==> src/inc/kbcof_pkg.sv <==
// Constants and types for the keyboard-controller output flag block
// Summary of operation
// - EC writes at 0h or Ch set the output-buffer-full status bit 0.
// - EC data writes can set the keyboard flag, aux writes the mouse flag.
// - The keyboard output flag is zero after power-up.
// - A host read of the shared data port clears the keyboard output flag.
// - Under override the keyboard flag is a firmware latch set and cleared.
// - The keyboard-flag register reads the present keyboard flag in bit 0.
// - Keyboard irq source is low with irq enable 0, else the keyboard flag.
// - Mouse irq source is low with irq enable 0, else the mouse flag.
// - The mouse output flag is zero after the standby system reset.
// - A host read of the data port clears the mouse output flag.
// - Firmware writes 1 or 0 to the mouse status field to set or clear it.
// - Mouse hold 0 follows aux data writes, hold 1 the status latch.
// - The input-buffer-full event pulses when the input-full flag rises.
// - The output-buffer-empty event pulses when a host read clears full.
// - The reset pulse counter runs from a 1 MHz clock.
`default_nettype none
package kbcof_pkg;
  localparam int          EC_AW          = 5;
  localparam int          DW             = 8;
  // EC register offsets
  localparam logic [4:0]  OFS_DATA       = 5'h00;
  localparam logic [4:0]  OFS_STATUS     = 5'h04;
  localparam logic [4:0]  OFS_CTRL       = 5'h08;
  localparam logic [4:0]  OFS_AUX        = 5'h0C;
  localparam logic [4:0]  OFS_KBFLAG     = 5'h10;
  localparam logic [4:0]  OFS_RSTCTL     = 5'h14;
  // Status fields
  localparam int          ST_OBF         = 0;
  localparam int          ST_IBF         = 1;
  localparam int          ST_CMD         = 3;
  localparam int          ST_MOUSE       = 5;
  // Control fields
  localparam int          CT_IRQ_EN      = 0;
  localparam int          CT_MHOLD       = 1;
  // Keyboard flag register fields
  localparam int          KF_FLAG        = 0;
  localparam int          KF_OVR         = 1;
  localparam logic [7:0]  RESET_BYTE     = 8'h00;
  // Host port select
  localparam logic        HOST_DATA_PORT = 1'b0;
  // Timing
  localparam int          CLK_HZ         = 250_000_000;
  localparam int          TICK_HZ        = 1_000_000;
  localparam int          TICK_DIV       = CLK_HZ / TICK_HZ;
  localparam int          RST_PULSE_US   = 6;
  localparam int          FIFO_DEPTH     = 32;

  typedef struct packed {
    logic                 wr;
    logic                 rd;
    logic [EC_AW-1:0]     addr;
    logic [DW-1:0]        wdata;
  } kbcof_ec_req_t;

  typedef struct packed {
    logic                 is_cmd;
    logic [DW-1:0]        data;
  } kbcof_in_word_t;

  typedef enum logic [0:0] {
    RST_IDLE  = 1'b0,
    RST_PULSE = 1'b1
  } kbcof_rst_state_t;
endpackage
`default_nettype wire

==> src/logic/kbcof_top.sv <==
// Keyboard-controller output flags, input FIFO and reset pulse logic
`default_nettype none

//////////////////////////////////////////////////////////////////////////////
module kbcof_fifo #(
  parameter int WIDTH = 9,
  parameter int DEPTH = 32
) (
  input  wire  logic             core_clk,
  input  wire  logic             srst,
  input  wire  logic             in_valid,
  output logic                   in_ready,
  input  wire  logic [WIDTH-1:0] in_data,
  output logic                   out_valid,
  input  wire  logic             out_ready,
  output logic [WIDTH-1:0]       out_data
);
  localparam int PW = $clog2(DEPTH);
  logic [WIDTH-1:0] mem [DEPTH];
  logic [PW-1:0]    wp_r, wp_nxt;
  logic [PW-1:0]    rp_r, rp_nxt;
  logic [PW:0]      cnt_r, cnt_nxt;
  logic             rdy_r, rdy_nxt;
  logic             push;
  logic             pop;

  // Ready is registered so the host side sees a flop output
  assign in_ready  = rdy_r;
  assign out_valid = (cnt_r != '0);
  assign out_data  = mem[rp_r];
  assign push      = in_valid && in_ready;
  assign pop       = out_valid && out_ready;

  always_comb begin
    wp_nxt  = push ? wp_r + 1'b1 : wp_r;
    rp_nxt  = pop ? rp_r + 1'b1 : rp_r;
    cnt_nxt = cnt_r;
    if (push && !pop) begin
      cnt_nxt = cnt_r + 1'b1;
    end else if (pop && !push) begin
      cnt_nxt = cnt_r - 1'b1;
    end
    rdy_nxt = (cnt_nxt != (PW+1)'(DEPTH));
  end

  always_ff @(posedge core_clk) begin
    if (srst) begin
      wp_r  <= '0;
      rp_r  <= '0;
      cnt_r <= '0;
      rdy_r <= 1'b1;
    end else begin
      wp_r  <= wp_nxt;
      rp_r  <= rp_nxt;
      cnt_r <= cnt_nxt;
      rdy_r <= rdy_nxt;
    end
  end

  // Storage needs no reset; only counted words are ever read
  always_ff @(posedge core_clk) begin
    if (push) begin
      mem[wp_r] <= in_data;
    end
  end
endmodule

//////////////////////////////////////////////////////////////////////////////
module kbcof_top (
  input  wire  logic                   core_clk,
  input  wire  logic                   srst,
  // EC register port
  input  wire  kbcof_pkg::kbcof_ec_req_t ec_req,
  output logic [kbcof_pkg::DW-1:0]     ec_rdata,
  // Host port
  input  wire  logic                   host_wr,
  input  wire  logic                   host_rd,
  input  wire  logic                   host_port_sel,
  input  wire  logic [kbcof_pkg::DW-1:0] host_wdata,
  output logic                         host_wr_ready,
  output logic [kbcof_pkg::DW-1:0]     host_rdata,
  // Sources toward the serial irq logic and the EC
  output logic                         keyboard_irq_source,
  output logic                         mouse_irq_source,
  output logic                         in_buffer_full_irq,
  output logic                         out_buffer_empty_irq,
  output logic                         keyboard_reset_out_n
);
  localparam int DW = kbcof_pkg::DW;
  localparam int IW = DW + 1;
  localparam int TW = $clog2(kbcof_pkg::TICK_DIV);
  localparam int PW = $clog2(kbcof_pkg::RST_PULSE_US + 1);
  localparam logic [TW-1:0] TICK_LAST = TW'(kbcof_pkg::TICK_DIV - 1);
  localparam logic [PW-1:0] PULSE_LEN = PW'(kbcof_pkg::RST_PULSE_US);

  ////////////////////////////////////////////////////////////////////////////
  // Decode
  logic ec_wr_data, ec_wr_aux;
  logic ec_wr_status, ec_wr_ctrl;
  logic ec_wr_kbflag, ec_wr_rstctl;
  logic ec_rd_data, host_rd_data;

  assign ec_wr_data   = ec_req.wr && ec_req.addr == kbcof_pkg::OFS_DATA;
  assign ec_wr_aux    = ec_req.wr && ec_req.addr == kbcof_pkg::OFS_AUX;
  assign ec_wr_status = ec_req.wr && ec_req.addr == kbcof_pkg::OFS_STATUS;
  assign ec_wr_ctrl   = ec_req.wr && ec_req.addr == kbcof_pkg::OFS_CTRL;
  assign ec_wr_kbflag = ec_req.wr && ec_req.addr == kbcof_pkg::OFS_KBFLAG;
  assign ec_wr_rstctl = ec_req.wr && ec_req.addr == kbcof_pkg::OFS_RSTCTL;
  assign ec_rd_data   = ec_req.rd && ec_req.addr == kbcof_pkg::OFS_DATA;
  assign host_rd_data = host_rd && host_port_sel == kbcof_pkg::HOST_DATA_PORT;

  ////////////////////////////////////////////////////////////////////////////
  // Host-to-EC input path through the FIFO
  kbcof_pkg::kbcof_in_word_t fifo_in;
  kbcof_pkg::kbcof_in_word_t fifo_out;
  logic                      fifo_out_valid;
  logic                      fifo_pop;

  assign fifo_in.is_cmd = (host_port_sel != kbcof_pkg::HOST_DATA_PORT);
  assign fifo_in.data   = host_wdata;

  kbcof_fifo #(
    .WIDTH (IW),
    .DEPTH (kbcof_pkg::FIFO_DEPTH)
  ) u_in_fifo (
    .core_clk  (core_clk),
    .srst      (srst),
    .in_valid  (host_wr),
    .in_ready  (host_wr_ready),
    .in_data   (fifo_in),
    .out_valid (fifo_out_valid),
    .out_ready (fifo_pop),
    .out_data  (fifo_out)
  );

  ////////////////////////////////////////////////////////////////////////////
  // Flag state
  logic [DW-1:0] in_data_r, in_data_nxt;
  logic [DW-1:0] out_data_r, out_data_nxt;
  logic          ibf_r, ibf_nxt;
  logic          cmd_r, cmd_nxt;
  logic          obf_r, obf_nxt;
  logic          kb_hw_r, kb_hw_nxt;
  logic          kb_fw_r, kb_fw_nxt;
  logic          kb_ovr_r, kb_ovr_nxt;
  logic          ms_hw_r, ms_hw_nxt;
  logic          ms_fw_r, ms_fw_nxt;
  logic          irq_en_r, irq_en_nxt;
  logic          mhold_r, mhold_nxt;
  logic          kb_flag, kb_flag_nxt;
  logic          ms_flag, ms_flag_nxt;

  // Only drains when the EC has emptied the input register
  assign fifo_pop = fifo_out_valid && (!ibf_r || ec_rd_data);

  always_comb begin
    in_data_nxt  = in_data_r;
    cmd_nxt      = cmd_r;
    out_data_nxt = out_data_r;
    ibf_nxt      = ibf_r;
    obf_nxt      = obf_r;
    kb_hw_nxt    = kb_hw_r;
    ms_hw_nxt    = ms_hw_r;
    kb_fw_nxt    = kb_fw_r;
    kb_ovr_nxt   = kb_ovr_r;
    ms_fw_nxt    = ms_fw_r;
    irq_en_nxt   = irq_en_r;
    mhold_nxt    = mhold_r;
    if (ec_rd_data) begin
      ibf_nxt = 1'b0;
    end
    if (fifo_pop) begin
      in_data_nxt = fifo_out.data;
      cmd_nxt     = fifo_out.is_cmd;
      ibf_nxt     = 1'b1;
    end
    // Clears first so a same-cycle EC write wins
    if (host_rd_data) begin
      obf_nxt   = 1'b0;
      kb_hw_nxt = 1'b0;
      ms_hw_nxt = 1'b0;
    end
    if (ec_wr_data || ec_wr_aux) begin
      out_data_nxt = ec_req.wdata;
      obf_nxt      = 1'b1;
    end
    if (ec_wr_data) begin
      kb_hw_nxt = 1'b1;
    end
    if (ec_wr_aux) begin
      ms_hw_nxt = 1'b1;
    end
    if (ec_wr_status) begin
      ms_fw_nxt = ec_req.wdata[kbcof_pkg::ST_MOUSE];
    end
    if (ec_wr_kbflag) begin
      kb_fw_nxt  = ec_req.wdata[kbcof_pkg::KF_FLAG];
      kb_ovr_nxt = ec_req.wdata[kbcof_pkg::KF_OVR];
    end
    if (ec_wr_ctrl) begin
      irq_en_nxt = ec_req.wdata[kbcof_pkg::CT_IRQ_EN];
      mhold_nxt  = ec_req.wdata[kbcof_pkg::CT_MHOLD];
    end
  end

  // Present flags: firmware latch under override or hold
  assign kb_flag     = kb_ovr_r ? kb_fw_r : kb_hw_r;
  assign ms_flag     = mhold_r ? ms_fw_r : ms_hw_r;
  assign kb_flag_nxt = kb_ovr_nxt ? kb_fw_nxt : kb_hw_nxt;
  assign ms_flag_nxt = mhold_nxt ? ms_fw_nxt : ms_hw_nxt;

  always_ff @(posedge core_clk) begin
    if (srst) begin
      in_data_r  <= kbcof_pkg::RESET_BYTE;
      out_data_r <= kbcof_pkg::RESET_BYTE;
      cmd_r      <= 1'b0;
      ibf_r      <= 1'b0;
      obf_r      <= 1'b0;
      kb_hw_r    <= 1'b0;
      kb_fw_r    <= 1'b0;
      kb_ovr_r   <= 1'b0;
      ms_hw_r    <= 1'b0;
      ms_fw_r    <= 1'b0;
      irq_en_r   <= 1'b0;
      mhold_r    <= 1'b0;
    end else begin
      in_data_r  <= in_data_nxt;
      out_data_r <= out_data_nxt;
      cmd_r      <= cmd_nxt;
      ibf_r      <= ibf_nxt;
      obf_r      <= obf_nxt;
      kb_hw_r    <= kb_hw_nxt;
      kb_fw_r    <= kb_fw_nxt;
      kb_ovr_r   <= kb_ovr_nxt;
      ms_hw_r    <= ms_hw_nxt;
      ms_fw_r    <= ms_fw_nxt;
      irq_en_r   <= irq_en_nxt;
      mhold_r    <= mhold_nxt;
    end
  end

  ////////////////////////////////////////////////////////////////////////////
  // Reset pulse timed by a 1 MHz enable
  kbcof_pkg::kbcof_rst_state_t rst_st_r, rst_st_nxt;
  logic [TW-1:0] div_r, div_nxt;
  logic [PW-1:0] pcnt_r, pcnt_nxt;
  logic          tick;

  assign tick = (div_r == TICK_LAST);

  always_comb begin
    div_nxt    = tick ? '0 : div_r + 1'b1;
    rst_st_nxt = rst_st_r;
    pcnt_nxt   = pcnt_r;
    case (rst_st_r)
      kbcof_pkg::RST_IDLE: begin
        if (ec_wr_rstctl && ec_req.wdata[0]) begin
          rst_st_nxt = kbcof_pkg::RST_PULSE;
          pcnt_nxt   = '0;
        end
      end
      kbcof_pkg::RST_PULSE: begin
        if (tick) begin
          pcnt_nxt = pcnt_r + 1'b1;
          if (pcnt_r == PULSE_LEN - 1'b1) begin
            rst_st_nxt = kbcof_pkg::RST_IDLE;
          end
        end
      end
      default: rst_st_nxt = kbcof_pkg::RST_IDLE;
    endcase
  end

  always_ff @(posedge core_clk) begin
    if (srst) begin
      rst_st_r <= kbcof_pkg::RST_IDLE;
      div_r    <= '0;
      pcnt_r   <= '0;
    end else begin
      rst_st_r <= rst_st_nxt;
      div_r    <= div_nxt;
      pcnt_r   <= pcnt_nxt;
    end
  end

  ////////////////////////////////////////////////////////////////////////////
  // Registered outputs
  logic [DW-1:0] ec_rdata_nxt, host_rdata_nxt;
  logic [DW-1:0] status;

  always_comb begin
    status = '0;
    status[kbcof_pkg::ST_OBF]   = obf_r;
    status[kbcof_pkg::ST_IBF]   = ibf_r;
    status[kbcof_pkg::ST_CMD]   = cmd_r;
    status[kbcof_pkg::ST_MOUSE] = ms_flag;
    ec_rdata_nxt = '0;
    if (ec_req.rd) begin
      case (ec_req.addr)
        kbcof_pkg::OFS_DATA:   ec_rdata_nxt = in_data_r;
        kbcof_pkg::OFS_STATUS: ec_rdata_nxt = status;
        kbcof_pkg::OFS_CTRL: begin
          ec_rdata_nxt[kbcof_pkg::CT_IRQ_EN] = irq_en_r;
          ec_rdata_nxt[kbcof_pkg::CT_MHOLD]  = mhold_r;
        end
        kbcof_pkg::OFS_KBFLAG: begin
          ec_rdata_nxt[kbcof_pkg::KF_FLAG] = kb_flag;
          ec_rdata_nxt[kbcof_pkg::KF_OVR]  = kb_ovr_r;
        end
        default: ec_rdata_nxt = '0;
      endcase
    end
    host_rdata_nxt = '0;
    if (host_rd) begin
      host_rdata_nxt = host_rd_data ? out_data_r : status;
    end
  end

  always_ff @(posedge core_clk) begin
    if (srst) begin
      ec_rdata             <= '0;
      host_rdata           <= '0;
      keyboard_irq_source  <= 1'b0;
      mouse_irq_source     <= 1'b0;
      in_buffer_full_irq   <= 1'b0;
      out_buffer_empty_irq <= 1'b0;
      keyboard_reset_out_n <= 1'b1;
    end else begin
      ec_rdata             <= ec_rdata_nxt;
      host_rdata           <= host_rdata_nxt;
      keyboard_irq_source  <= irq_en_nxt && kb_flag_nxt;
      mouse_irq_source     <= irq_en_nxt && ms_flag_nxt;
      in_buffer_full_irq   <= ibf_nxt && !ibf_r;
      out_buffer_empty_irq <= obf_r && !obf_nxt;
      keyboard_reset_out_n <= (rst_st_nxt != kbcof_pkg::RST_PULSE);
    end
  end
endmodule
`default_nettype wire

==> config.mk <==
export PLATFORM = sky130hd
export DESIGN_NAME = kbcof_top
export DESIGN_NICKNAME = d
export VERILOG_FILES = /design/src/inc/kbcof_pkg.sv /design/src/logic/kbcof_top.sv
export SDC_FILE = /design/constraint.sdc
export NUM_CORES = 1
export LEC_CHECK = 0
export BUFFER_PORTS_ARGS = -buffer_cell sky130_fd_sc_hd__clkbuf_2
export CAP_MARGIN = 20
export CORE_ASPECT_RATIO = 1.5
export CORE_MARGIN = 3
export CORE_UTILIZATION = 55
export DETAILED_ROUTE_END_ITERATION = 7
export GPL_TIMING_DRIVEN = 0
export HOLD_SLACK_MARGIN = 0.12
export PLACE_DENSITY = 0.75
export SLEW_MARGIN = 20
export SYNTH_ARGS = -nofsm -noshare
export SYNTH_HDL_FRONTEND = slang
export SYNTH_SLANG_ARGS = --single-unit
==> constraint.sdc <==
create_clock -name core_clk -period 2.2 [get_ports core_clk]
set_input_delay 0.33 -clock core_clk [delete_from_list [all_inputs] [get_ports core_clk]]
set_output_delay 0.33 -clock core_clk [all_outputs]
set_load 0.05 [all_outputs]
* After elaboration in Yosys (flattened, before gate mapping) *
Memories as Yosys holds them, arrays and structs flattened. A register that Yosys moved wholly into a read port is not among the register bits.
Cells that the tools add are included.

storage, ports and cells
  bits in registers = 67
  RAM bits = 288
  input port bits = 28
  output and inout port bits = 22
  logic and storage cells = 110
  memories kept = 1

memories
  memory         words  bits a word  read ports  clocked after Yosys merged registers in  wr ports  line             source
  u_in_fifo.mem  32     9            1           1                                        1         kbcof_top.sv:19  logic [WIDTH-1:0] mem [DEPTH];

operators by class
  add/subtract/negate cells = 6
  equal/unequal tests = 10
  muxes and demuxes = 31
  bitwise gates (word level) = 6
  reduce and logical (&&, ||, !) cells = 31

operators by type and width
  cell                 count
  $mux 1               22
  $logic_and 1x1->1    18
  $mux 6               3
  $pmux 6 s2           1
  $add 5x1->5 const B  2
  $eq 5x4->1 const B   2
  $eq 5x5->1 const B   2
  $add 8x1->8 const B  1
  $eq 8x8->1 const B   1
  $pmux 2 s4           1
  $add 6x1->6 const B  1
  $mux 3               2
  $ne 6x6->1 const B   1
  $not 1->1            6
  $pmux 3 s2           1
  $reduce_bool 6->1    1
  $reduce_or 2->1      3
  $sub 6x1->6 const B  1
  $eq 5x3->1 const B   1
  $logic_not 5->1      1
  $logic_not 1->1      4
  $add 3x1->3 const B  1
  $eq 3x3->1 const B   1
  $reduce_or 3->1      1
  other kinds (5)      6

* Logic depth before layout (Yosys ltp) *
Gate-level depths: netlist of the first run.

  depth after elaboration = 9
  gate-level depth with buffers = 9
  depth with buffers taken out = 8

* Cells and area by module *
A second synthesis of the first run with hierarchy kept.

second synthesis, totals
  cells, all modules = 874
  area, all modules = 14624.0 µm²

by module, submodules not included
  module      times used  cells an instance  area an instance (µm²)  seq. area each (µm²)
  kbcof_fifo  1           615                12234.2                 9088.7
  kbcof_top   1           259                2389.8                  1181.1

* Least setup slack after synthesis of the first run *
No wires, ideal clock.

  path type = reg-to-reg
  start = register u_in_fifo.rdy_r, in the netlist u_in_fifo.in_ready
  end = memory u_in_fifo.mem[23][0] (enable)
  setup time = 0.389 ns
  arrival time = 2.122 ns
  data required time = 1.811 ns
  setup slack = -0.311 ns
  stages on the path, launching flop included = 5
  path buffers = 1
  period minus slack after synthesis = 2.511 ns
  cell sequence = dfxtp_1 -> and2_1 -> buf_1 -> nand3_1 -> nor3b_1

between the ends
  longest elaborated chain between the ends = 3

RTL lines
  what                          line             source
  start, declared               kbcof_top.sv:23  logic rdy_r, rdy_nxt;
  start signal, assigned        kbcof_top.sv:56  rdy_r <= rdy_nxt;
  $logic_and 1x1->1             kbcof_top.sv:31  assign push = in_valid && in_ready;
  $mux 1                        kbcof_top.sv:62  if (push) begin
  $mux 1 (not written as such)  kbcof_top.sv:63  mem[wp_r] <= in_data;
  end, declared                 kbcof_top.sv:19

Every way passes these cells.

==> flow_summary.toml, run 1 <==
[critical_path]
cp.required_ps = 2620
setup.worst_path.start = "u_in_fifo.rp_r[0]$_SDFFE_PP0P_"
r2r_start = "u_in_fifo.rp_r[0]$_SDFFE_PP0P_"
crit_chain = "buf_12 -> buf_12 -> mux4_2 -> mux4_2 -> mux2i_2 -> a211oi_1"
cpPeakStageDelay_ps = 590
crit_path_top_delay_cell = "mux4_2"
worstPathMaxFanout = 6
path_class = "flop to flop"
cp-start-kind = "flop"
critPathArrivalTime_ps = 2680
end_kind = "flop"

[logic_synthesis]
yosysTopAreaCellShare_pct = 60.49
syn_avg_cell_area_um2 = 17.76
synthAdderAreaFrac_pct = 0.9627
synth-compound-area-share_pct = 2.669
yosys.area_share.simple_pct = 6.564
synth_edf_count = 288
synth_top_family_by_area = "multiplexers"
ys_types = 56
ys.flop_type = "edfxtp_1"
synthTopCellsByArea = "edfxtp_1 60%, mux4_2 14%, dfxtp_1 11%"
ys_warn_count = 0
synthMuxAreaShare_pct = 15.92
ys_seq_area_share_pct = 71.14
synth.largest_area_cell = "edfxtp_1"
synthArstFlopShare_pct = 0
synth_cells = 805
synth_fp_nets = 844
syn-cell-area_um2 = 14300
yosys_register_bits = 364
synth-xor-area-share_pct = 1.103

[status]
violations = "negative setup slack"
status = "finished, violations left"

[final_layout]
final_cell_mix = "288 x edfxtp_1, 88 x mux4_2, 74 x dfxtp_1, 62 x nor2_1, 50 x clkbuf_2"
final_common_cell = "edfxtp_1"
syn2layout_area_growth_pct = 15.66
drive_above_1_share_pct = 30.11
postLayoutCoreUtil_pct = 65.31
fin_nets = 947
diodes = 0

[detailed_routing]
firstDrtPassIters = 5
drt_wl_total_um = 30410
drt_iter0_markers = 550
routed_via_density = 5.970
routedWlPerCell_um = 24.17
postRouteAntennaNets = 0
remaining_drc_errors = 0
via_count = 7510

[job]
cap_violations = 0

[clock_tree]
cts_tree = "yes"
clk_latency_ps = 570
clockBufferDepth = 3
htree_num_levels = 1
cts_num_sinks = 364
cts_inserted_buffers = 31
cts_root_buffer = "clkbuf_16"
cts.clk_slew.worst_paths_ps = 70

[floorplan]
die_h_um = 203.5
rows = 71
die_w_um = 137.6
dieArea_um2 = 28000
pin_count = 50
initial_utilization_pct = 56.47
core_area_um2 = 25320

[power_and_ir_drop]
p_leak_nw = 5.309
p_total_mw = 17.08
p_per_area_nw_per_um2 = 1033
worst_ir_drop_vdd_uv = 720.8

[grt]
grt_pass1_wl_um = 45950
grt_usage_pct = 22.10
antenna_found_initial = 0
grt_max_degree = 34
gr-total-overflow = 0
grt_pass1_vias = 7725

[timing]
hold_viol = 0
slew_violations = 0
tns_ps = -98.82
fin_worst_skew_ps = 23.55
rsz0062_at_grt = "true"
worst_pin_slew_ps = 747.7
fin_ws_ps = -56.49
fmaxAchievable_mhz = 443.2
post-route-min-period_ps = 2256
setup_viol = 5
relSlewSlack_pct = 50.15
period_share_pct = 102.6

[min_path]
hold_path_class = "input pin to flop"
hp-start = "ec_req[9]"

[place]
gp_congestion = 1.025
hpwl_um = 19680
port_buffers = 47
timing repair:
| action | in CTS | in global routing |
|---|---|---|
| endpoints found under the setup margin | 297 | 73 |
| gates resized for setup | 91 | 20 |
| pin swaps | 6 | 10 |
| hold buffers | 11 | 0 |
| setup buffers | 8 | 2 |
| endpoints found under the hold margin | 19 | 0 |
| cloned | 3 | 2 |
synthesized netlist by cell type (all sizes together), types with 2 or more instances:
cell	count
edfxtp	288
nor2	94
mux4	88
dfxtp	76
nand2	31
mux2i	27
buf	25
clkbuf	14
a21oi	11
ha	11
inv	11
a211oi	10
xor2	10
and2	9
nand3	9
nand4	8
nor3	8
xnor2	8
a22oi	7
and3	6
nor2b	5
or2	5
nor3b	4
o211ai	4
o21a	4
o21ai	4
or3b	4
a2111oi	3
a31oi	3
or3	3
nand2b	2
nand3b	2
o32a	2
where the power goes:
| group | switching [mW] | total [mW] | internal, mW |
|---|---|---|---|
| clock network | 2.33 | 5.14 | 2.81 |
| logic | 2.15 | 4.12 | 1.97 |
| registers | 0.171 | 7.83 | 7.66 |
| total | 4.65 | 17.1 | 12.4 |
per-stage QoR:
stage	hold WS, ps	std cells	setup WS, ps	cell area, um2
after detailed placement	442.0	1180	-578.6	14950
after global routing	191.3	1258	-79.50	16530
after floorplan	428.9	805	-35.31	14310
final	167.5	1258	-56.49	16530
after CTS	145.0	1257	-59.07	16460
after global placement	432.9	1180	-547.6	14950
layout make-up:
type | count | area, um2
multi-input combinational | 391 | 4121
tap | 328 | 410.4
buffer | 39 | 314.1
sequential | 364 | 10170
timing repair buffer | 70 | 540.5
clock buffer | 38 | 802.0
fill | 1663 | 8783
inverter | 11 | 41.29
clock inverter | 17 | 130.1
path summary, 6_finish.rpt:
kind / to / slack (ps) / depth (start not counted)
setup / recovery: in_data_r[6]$_SDFFE_PP0P_ / -60 / 6
hold / removal: ec_rdata[0]$_SDFF_PP0_ / 170 / 4
setup reg to reg: in_data_r[6]$_SDFFE_PP0P_ / -60 / 6
hold reg to reg: host_rdata[2]$_SDFF_PP0_ / 450 / 1
flip-flops by register name, summed over array words and instances (netlist names), 3 cells and up:
name	flops
pcnt_r	3
u_in_fifo.wp_r	5
u_in_fifo.rp_r	5
u_in_fifo.cnt_r	6
div_r	8
ec_rdata	8
host_rdata	8
u_in_fifo.mem	288
in_data_r	8
out_data_r	8
critical path: cells and delay by family, from the launching register on:
| family | cells | cell delay, ps |
|---|---|---|
| flip-flops | 1 | 400 |
| AO/OA/AOI/OAI | 1 | 100 |
| multiplexers | 3 | 1320 |
| buffers and inverters | 2 | 300 |
kinds of logic after synthesis:
kind of cell	after synthesis
flops	364
simple gates	193
mux	116
compound gates	53
buf+inv	50
xor+xnor	18
fa+ha+maj	11
metal layers:
metal / up-vias / track usage, % / share of wire [%]
met3: 66 / 2.616 / 4.6
met2: 267 / 40.05 / 54
met4: 0 / 9.379 / 4.2
met1: 3813 / 26.30 / 37
met5: - / 0 / 0
li1: 3364 / - / -
No activity file was read; power rests on OpenSTA's default activity.
==> inputs of run 2 (changes only) <==
--- a/config.mk
+++ b/config.mk
@@ -13,7 +13,7 @@
 export DETAILED_ROUTE_END_ITERATION = 7
 export GPL_TIMING_DRIVEN = 0
 export HOLD_SLACK_MARGIN = 0.12
-export PLACE_DENSITY = 0.75
+export PLACE_DENSITY = 0.72
 export SLEW_MARGIN = 20
 export SYNTH_ARGS = -nofsm -noshare
 export SYNTH_HDL_FRONTEND = slang
==> constraint.sdc (replaced) <==
create_clock -name core_clk -period 2.7 [get_ports core_clk]
set_input_delay 0.405 -clock core_clk [delete_from_list [all_inputs] [get_ports core_clk]]
set_output_delay 0.405 -clock core_clk [all_outputs]
set_load 0.05 [all_outputs]
==> run 2 against run 1 <==
  * The run now ends clean
  * Fmax fell by 16%
  * Sequential cell count unchanged
  * Utilization is 1.6 points lower
  * Register-to-register slack improved by 60 ps
  * Clock skew decreased by 10 ps
  * Critical path depth fell by 2
  * Total power is 19% lower
  * Sequential share of layout area is 1.5 points higher
  * Global-route usage decreased by 1.1 points
  * Die area unchanged
  * Largest cell class unchanged
  * Highest routed layer unchanged
==> flow_summary.toml, run 2 (synthesized netlist as in run 1, its figures left out) <==
[status]
status = "finished, final reports clean"

[final_layout]
diodes = 0
final_common_cell = "edfxtp_1"
fin_nets = 932
top_register = "u_in_fifo.mem"
postLayoutCoreUtil_pct = 63.68
largest_register_ffs = 288
syn2layout_area_growth_pct = 12.78
final_cell_mix = "288 x edfxtp_1, 88 x mux4_2, 78 x nor2_1, 76 x dfxtp_1, 50 x clkbuf_2"
nFillCells = 1756
drive_above_1_share_pct = 25.85

[critical_path]
setup.worst_path.start = "u_in_fifo.in_ready$_SDFF_PP1_"
cp.required_ps = 2890
critPathArrivalTime_ps = 2890
crit_path_end = "u_in_fifo.mem[1][6]$_DFFE_PP_"
r2r_cells = 4
r2r_start = "u_in_fifo.in_ready$_SDFF_PP1_"
path_class = "flop to flop"
cp-start-kind = "flop"
r2r-end = "u_in_fifo.mem[1][6]$_DFFE_PP_"
r2r_slack_ps = 2
end_kind = "flop"
worstPathMaxFanout = 10

[power_and_ir_drop]
power_frac_comb_pct = 20.7
worst_ir_drop_vdd_uv = 586.1
p_clk_share_pct = 33.3
p_per_area_nw_per_um2 = 857.2
p_total_mw = 13.82
p_sw_share_pct = 26.41
seqPwrFrac_pct = 46.0
power_switching_mw = 3.650
p_int_mw = 10.17
p_leak_nw = 5.210

[min_path]
hold_path_class = "input pin to flop"
hp-start = "host_rd"

[place]
port_buffers = 47
gp_congestion = 0.9040
hpwl_um = 19770
pre_cts_ws_ps = -120.9

[detailed_routing]
via_count = 7318
drt_iter0_markers = 609
remaining_drc_errors = 0
routedWlPerCell_um = 22.73
drt_wl_total_um = 28300
postRouteAntennaNets = 0
firstDrtPassIters = 5
routed_via_density = 5.878

[timing]
slew_violations = 0
hold_viol = 0
post-route-min-period_ps = 2698
setup_viol = 0
worst_pin_slew_ps = 889.1
fin_worst_skew_ps = 13.31
fmaxAchievable_mhz = 370.6
rsz0062_at_grt = "true"
timing.hold.ws_ps = 147.7
fin_ws_ps = 1.633
relSlewSlack_pct = 40.51
period_share_pct = 99.94

[floorplan]
die_h_um = 203.5
die_w_um = 137.6
pin_count = 50
core_area_um2 = 25320
initial_utilization_pct = 56.47
dieArea_um2 = 28000
rows = 71

[grt]
grt_pass1_wl_um = 43590
grt_util_met2_pct = 37.43
grt_usage_pct = 20.96
grtUsageMet1_pct = 26.33
grt_max_degree = 34
grt_pass1_vias = 7396
busiest_layer = "met2"
met3_usage_pct = 2.419
gr-total-overflow = 0
antenna_found_initial = 0

[clock_tree]
cts_num_sinks = 364
cts.clk_slew.worst_paths_ps = 70
cts_tree = "yes"
htree_num_levels = 1
cts_root_buffer = "clkbuf_16"
cts_inserted_buffers = 31
clk_latency_ps = 570
clockBufferDepth = 3

[job]
cap_violations = 0
==> run 2: changes by cell type in the layout (fill, tap and decap cells not counted), moves of 3 or more <==
cell	previous run	this run
buf_6	6	2
dlygate4sd3_1	11	7
bufinv_16	2	6
nor2_4	17	1
buf_2	6	9
nand2_2	4	1
nor2_1	62	78
nand2_1	27	30
buf_12	11	0
mux2i_1	23	26
==> run 2: how the worst min path moves through the flow <==
| stage | end | depth (start not counted) |
|---|---|---|
| after floorplan | host_rdata[2]$_SDFF_PP0_ | 1 |
| after global placement | host_rdata[2]$_SDFF_PP0_ | 1 |
| after detailed placement | host_rdata[6]$_SDFF_PP0_ | 1 |
| after CTS | host_rdata[0]$_SDFF_PP0_ | 3 |
| after global routing | host_rdata[0]$_SDFF_PP0_ | 3 |
| final | host_rdata[0]$_SDFF_PP0_ | 3 |
==> run 2: critical path, stage by stage (launching register included) <==
cell,delay (ps)
dfxtp_1,380
and2_1,220
buf_1,480
nand2_1,460
nor2_1,770
==> run 2: routing by layer <==
metal,vias up,share of wire [%]
met1,3685,38
met4,0,3.2
met3,51,4.9
met2,233,53
met5,-,0
li1,3349,-
==> run 2: metrics by stage <==
stage               instance area [um2]  std cells  TNS, ps
finish                            16120       1245        0
global route                      16120       1245   -16130
CTS                               16100       1245   -150.2
detailed placement                14960       1181    -6941
global placement                  14940       1180   -15330
floorplan                         14300        805        0
==> run 2: repair_timing <==
item                                   in CTS  in global routing
setup endpoints to repair                  41                185
setup buffers                               0                  0
endpoints found under the hold margin       9                  0
hold buffers                                7                  0
gates resized for setup                     7                 12
==> run 2: final cells by class <==
class,instances,area (um2),area share (%)
well taps,328,410.4,2.545
inverters,11,41.29,0.2561
repair buffers,55,312.8,1.940
flip-flops and latches,364,10170,63.08
clock inverters,21,256.5,1.591
multi-input cells,391,3939,24.43
plain buffers,39,198.9,1.234
clock buffers,36,794.5,4.928
==> run 2: power groups by stage <==
stage | Clock, mW | Sequential, mW | Combinational (mW)
6_report | 4.60 | 6.36 | 2.86
3_3_place_gp | 0 | 6.48 | 2.83
4_1_cts | 4.68 | 6.36 | 2.89
2_1_floorplan | 0 | 6.49 | 1.99
3_5_place_dp | 0 | 6.48 | 2.86
5_1_grt | 4.86 | 6.37 | 3.07
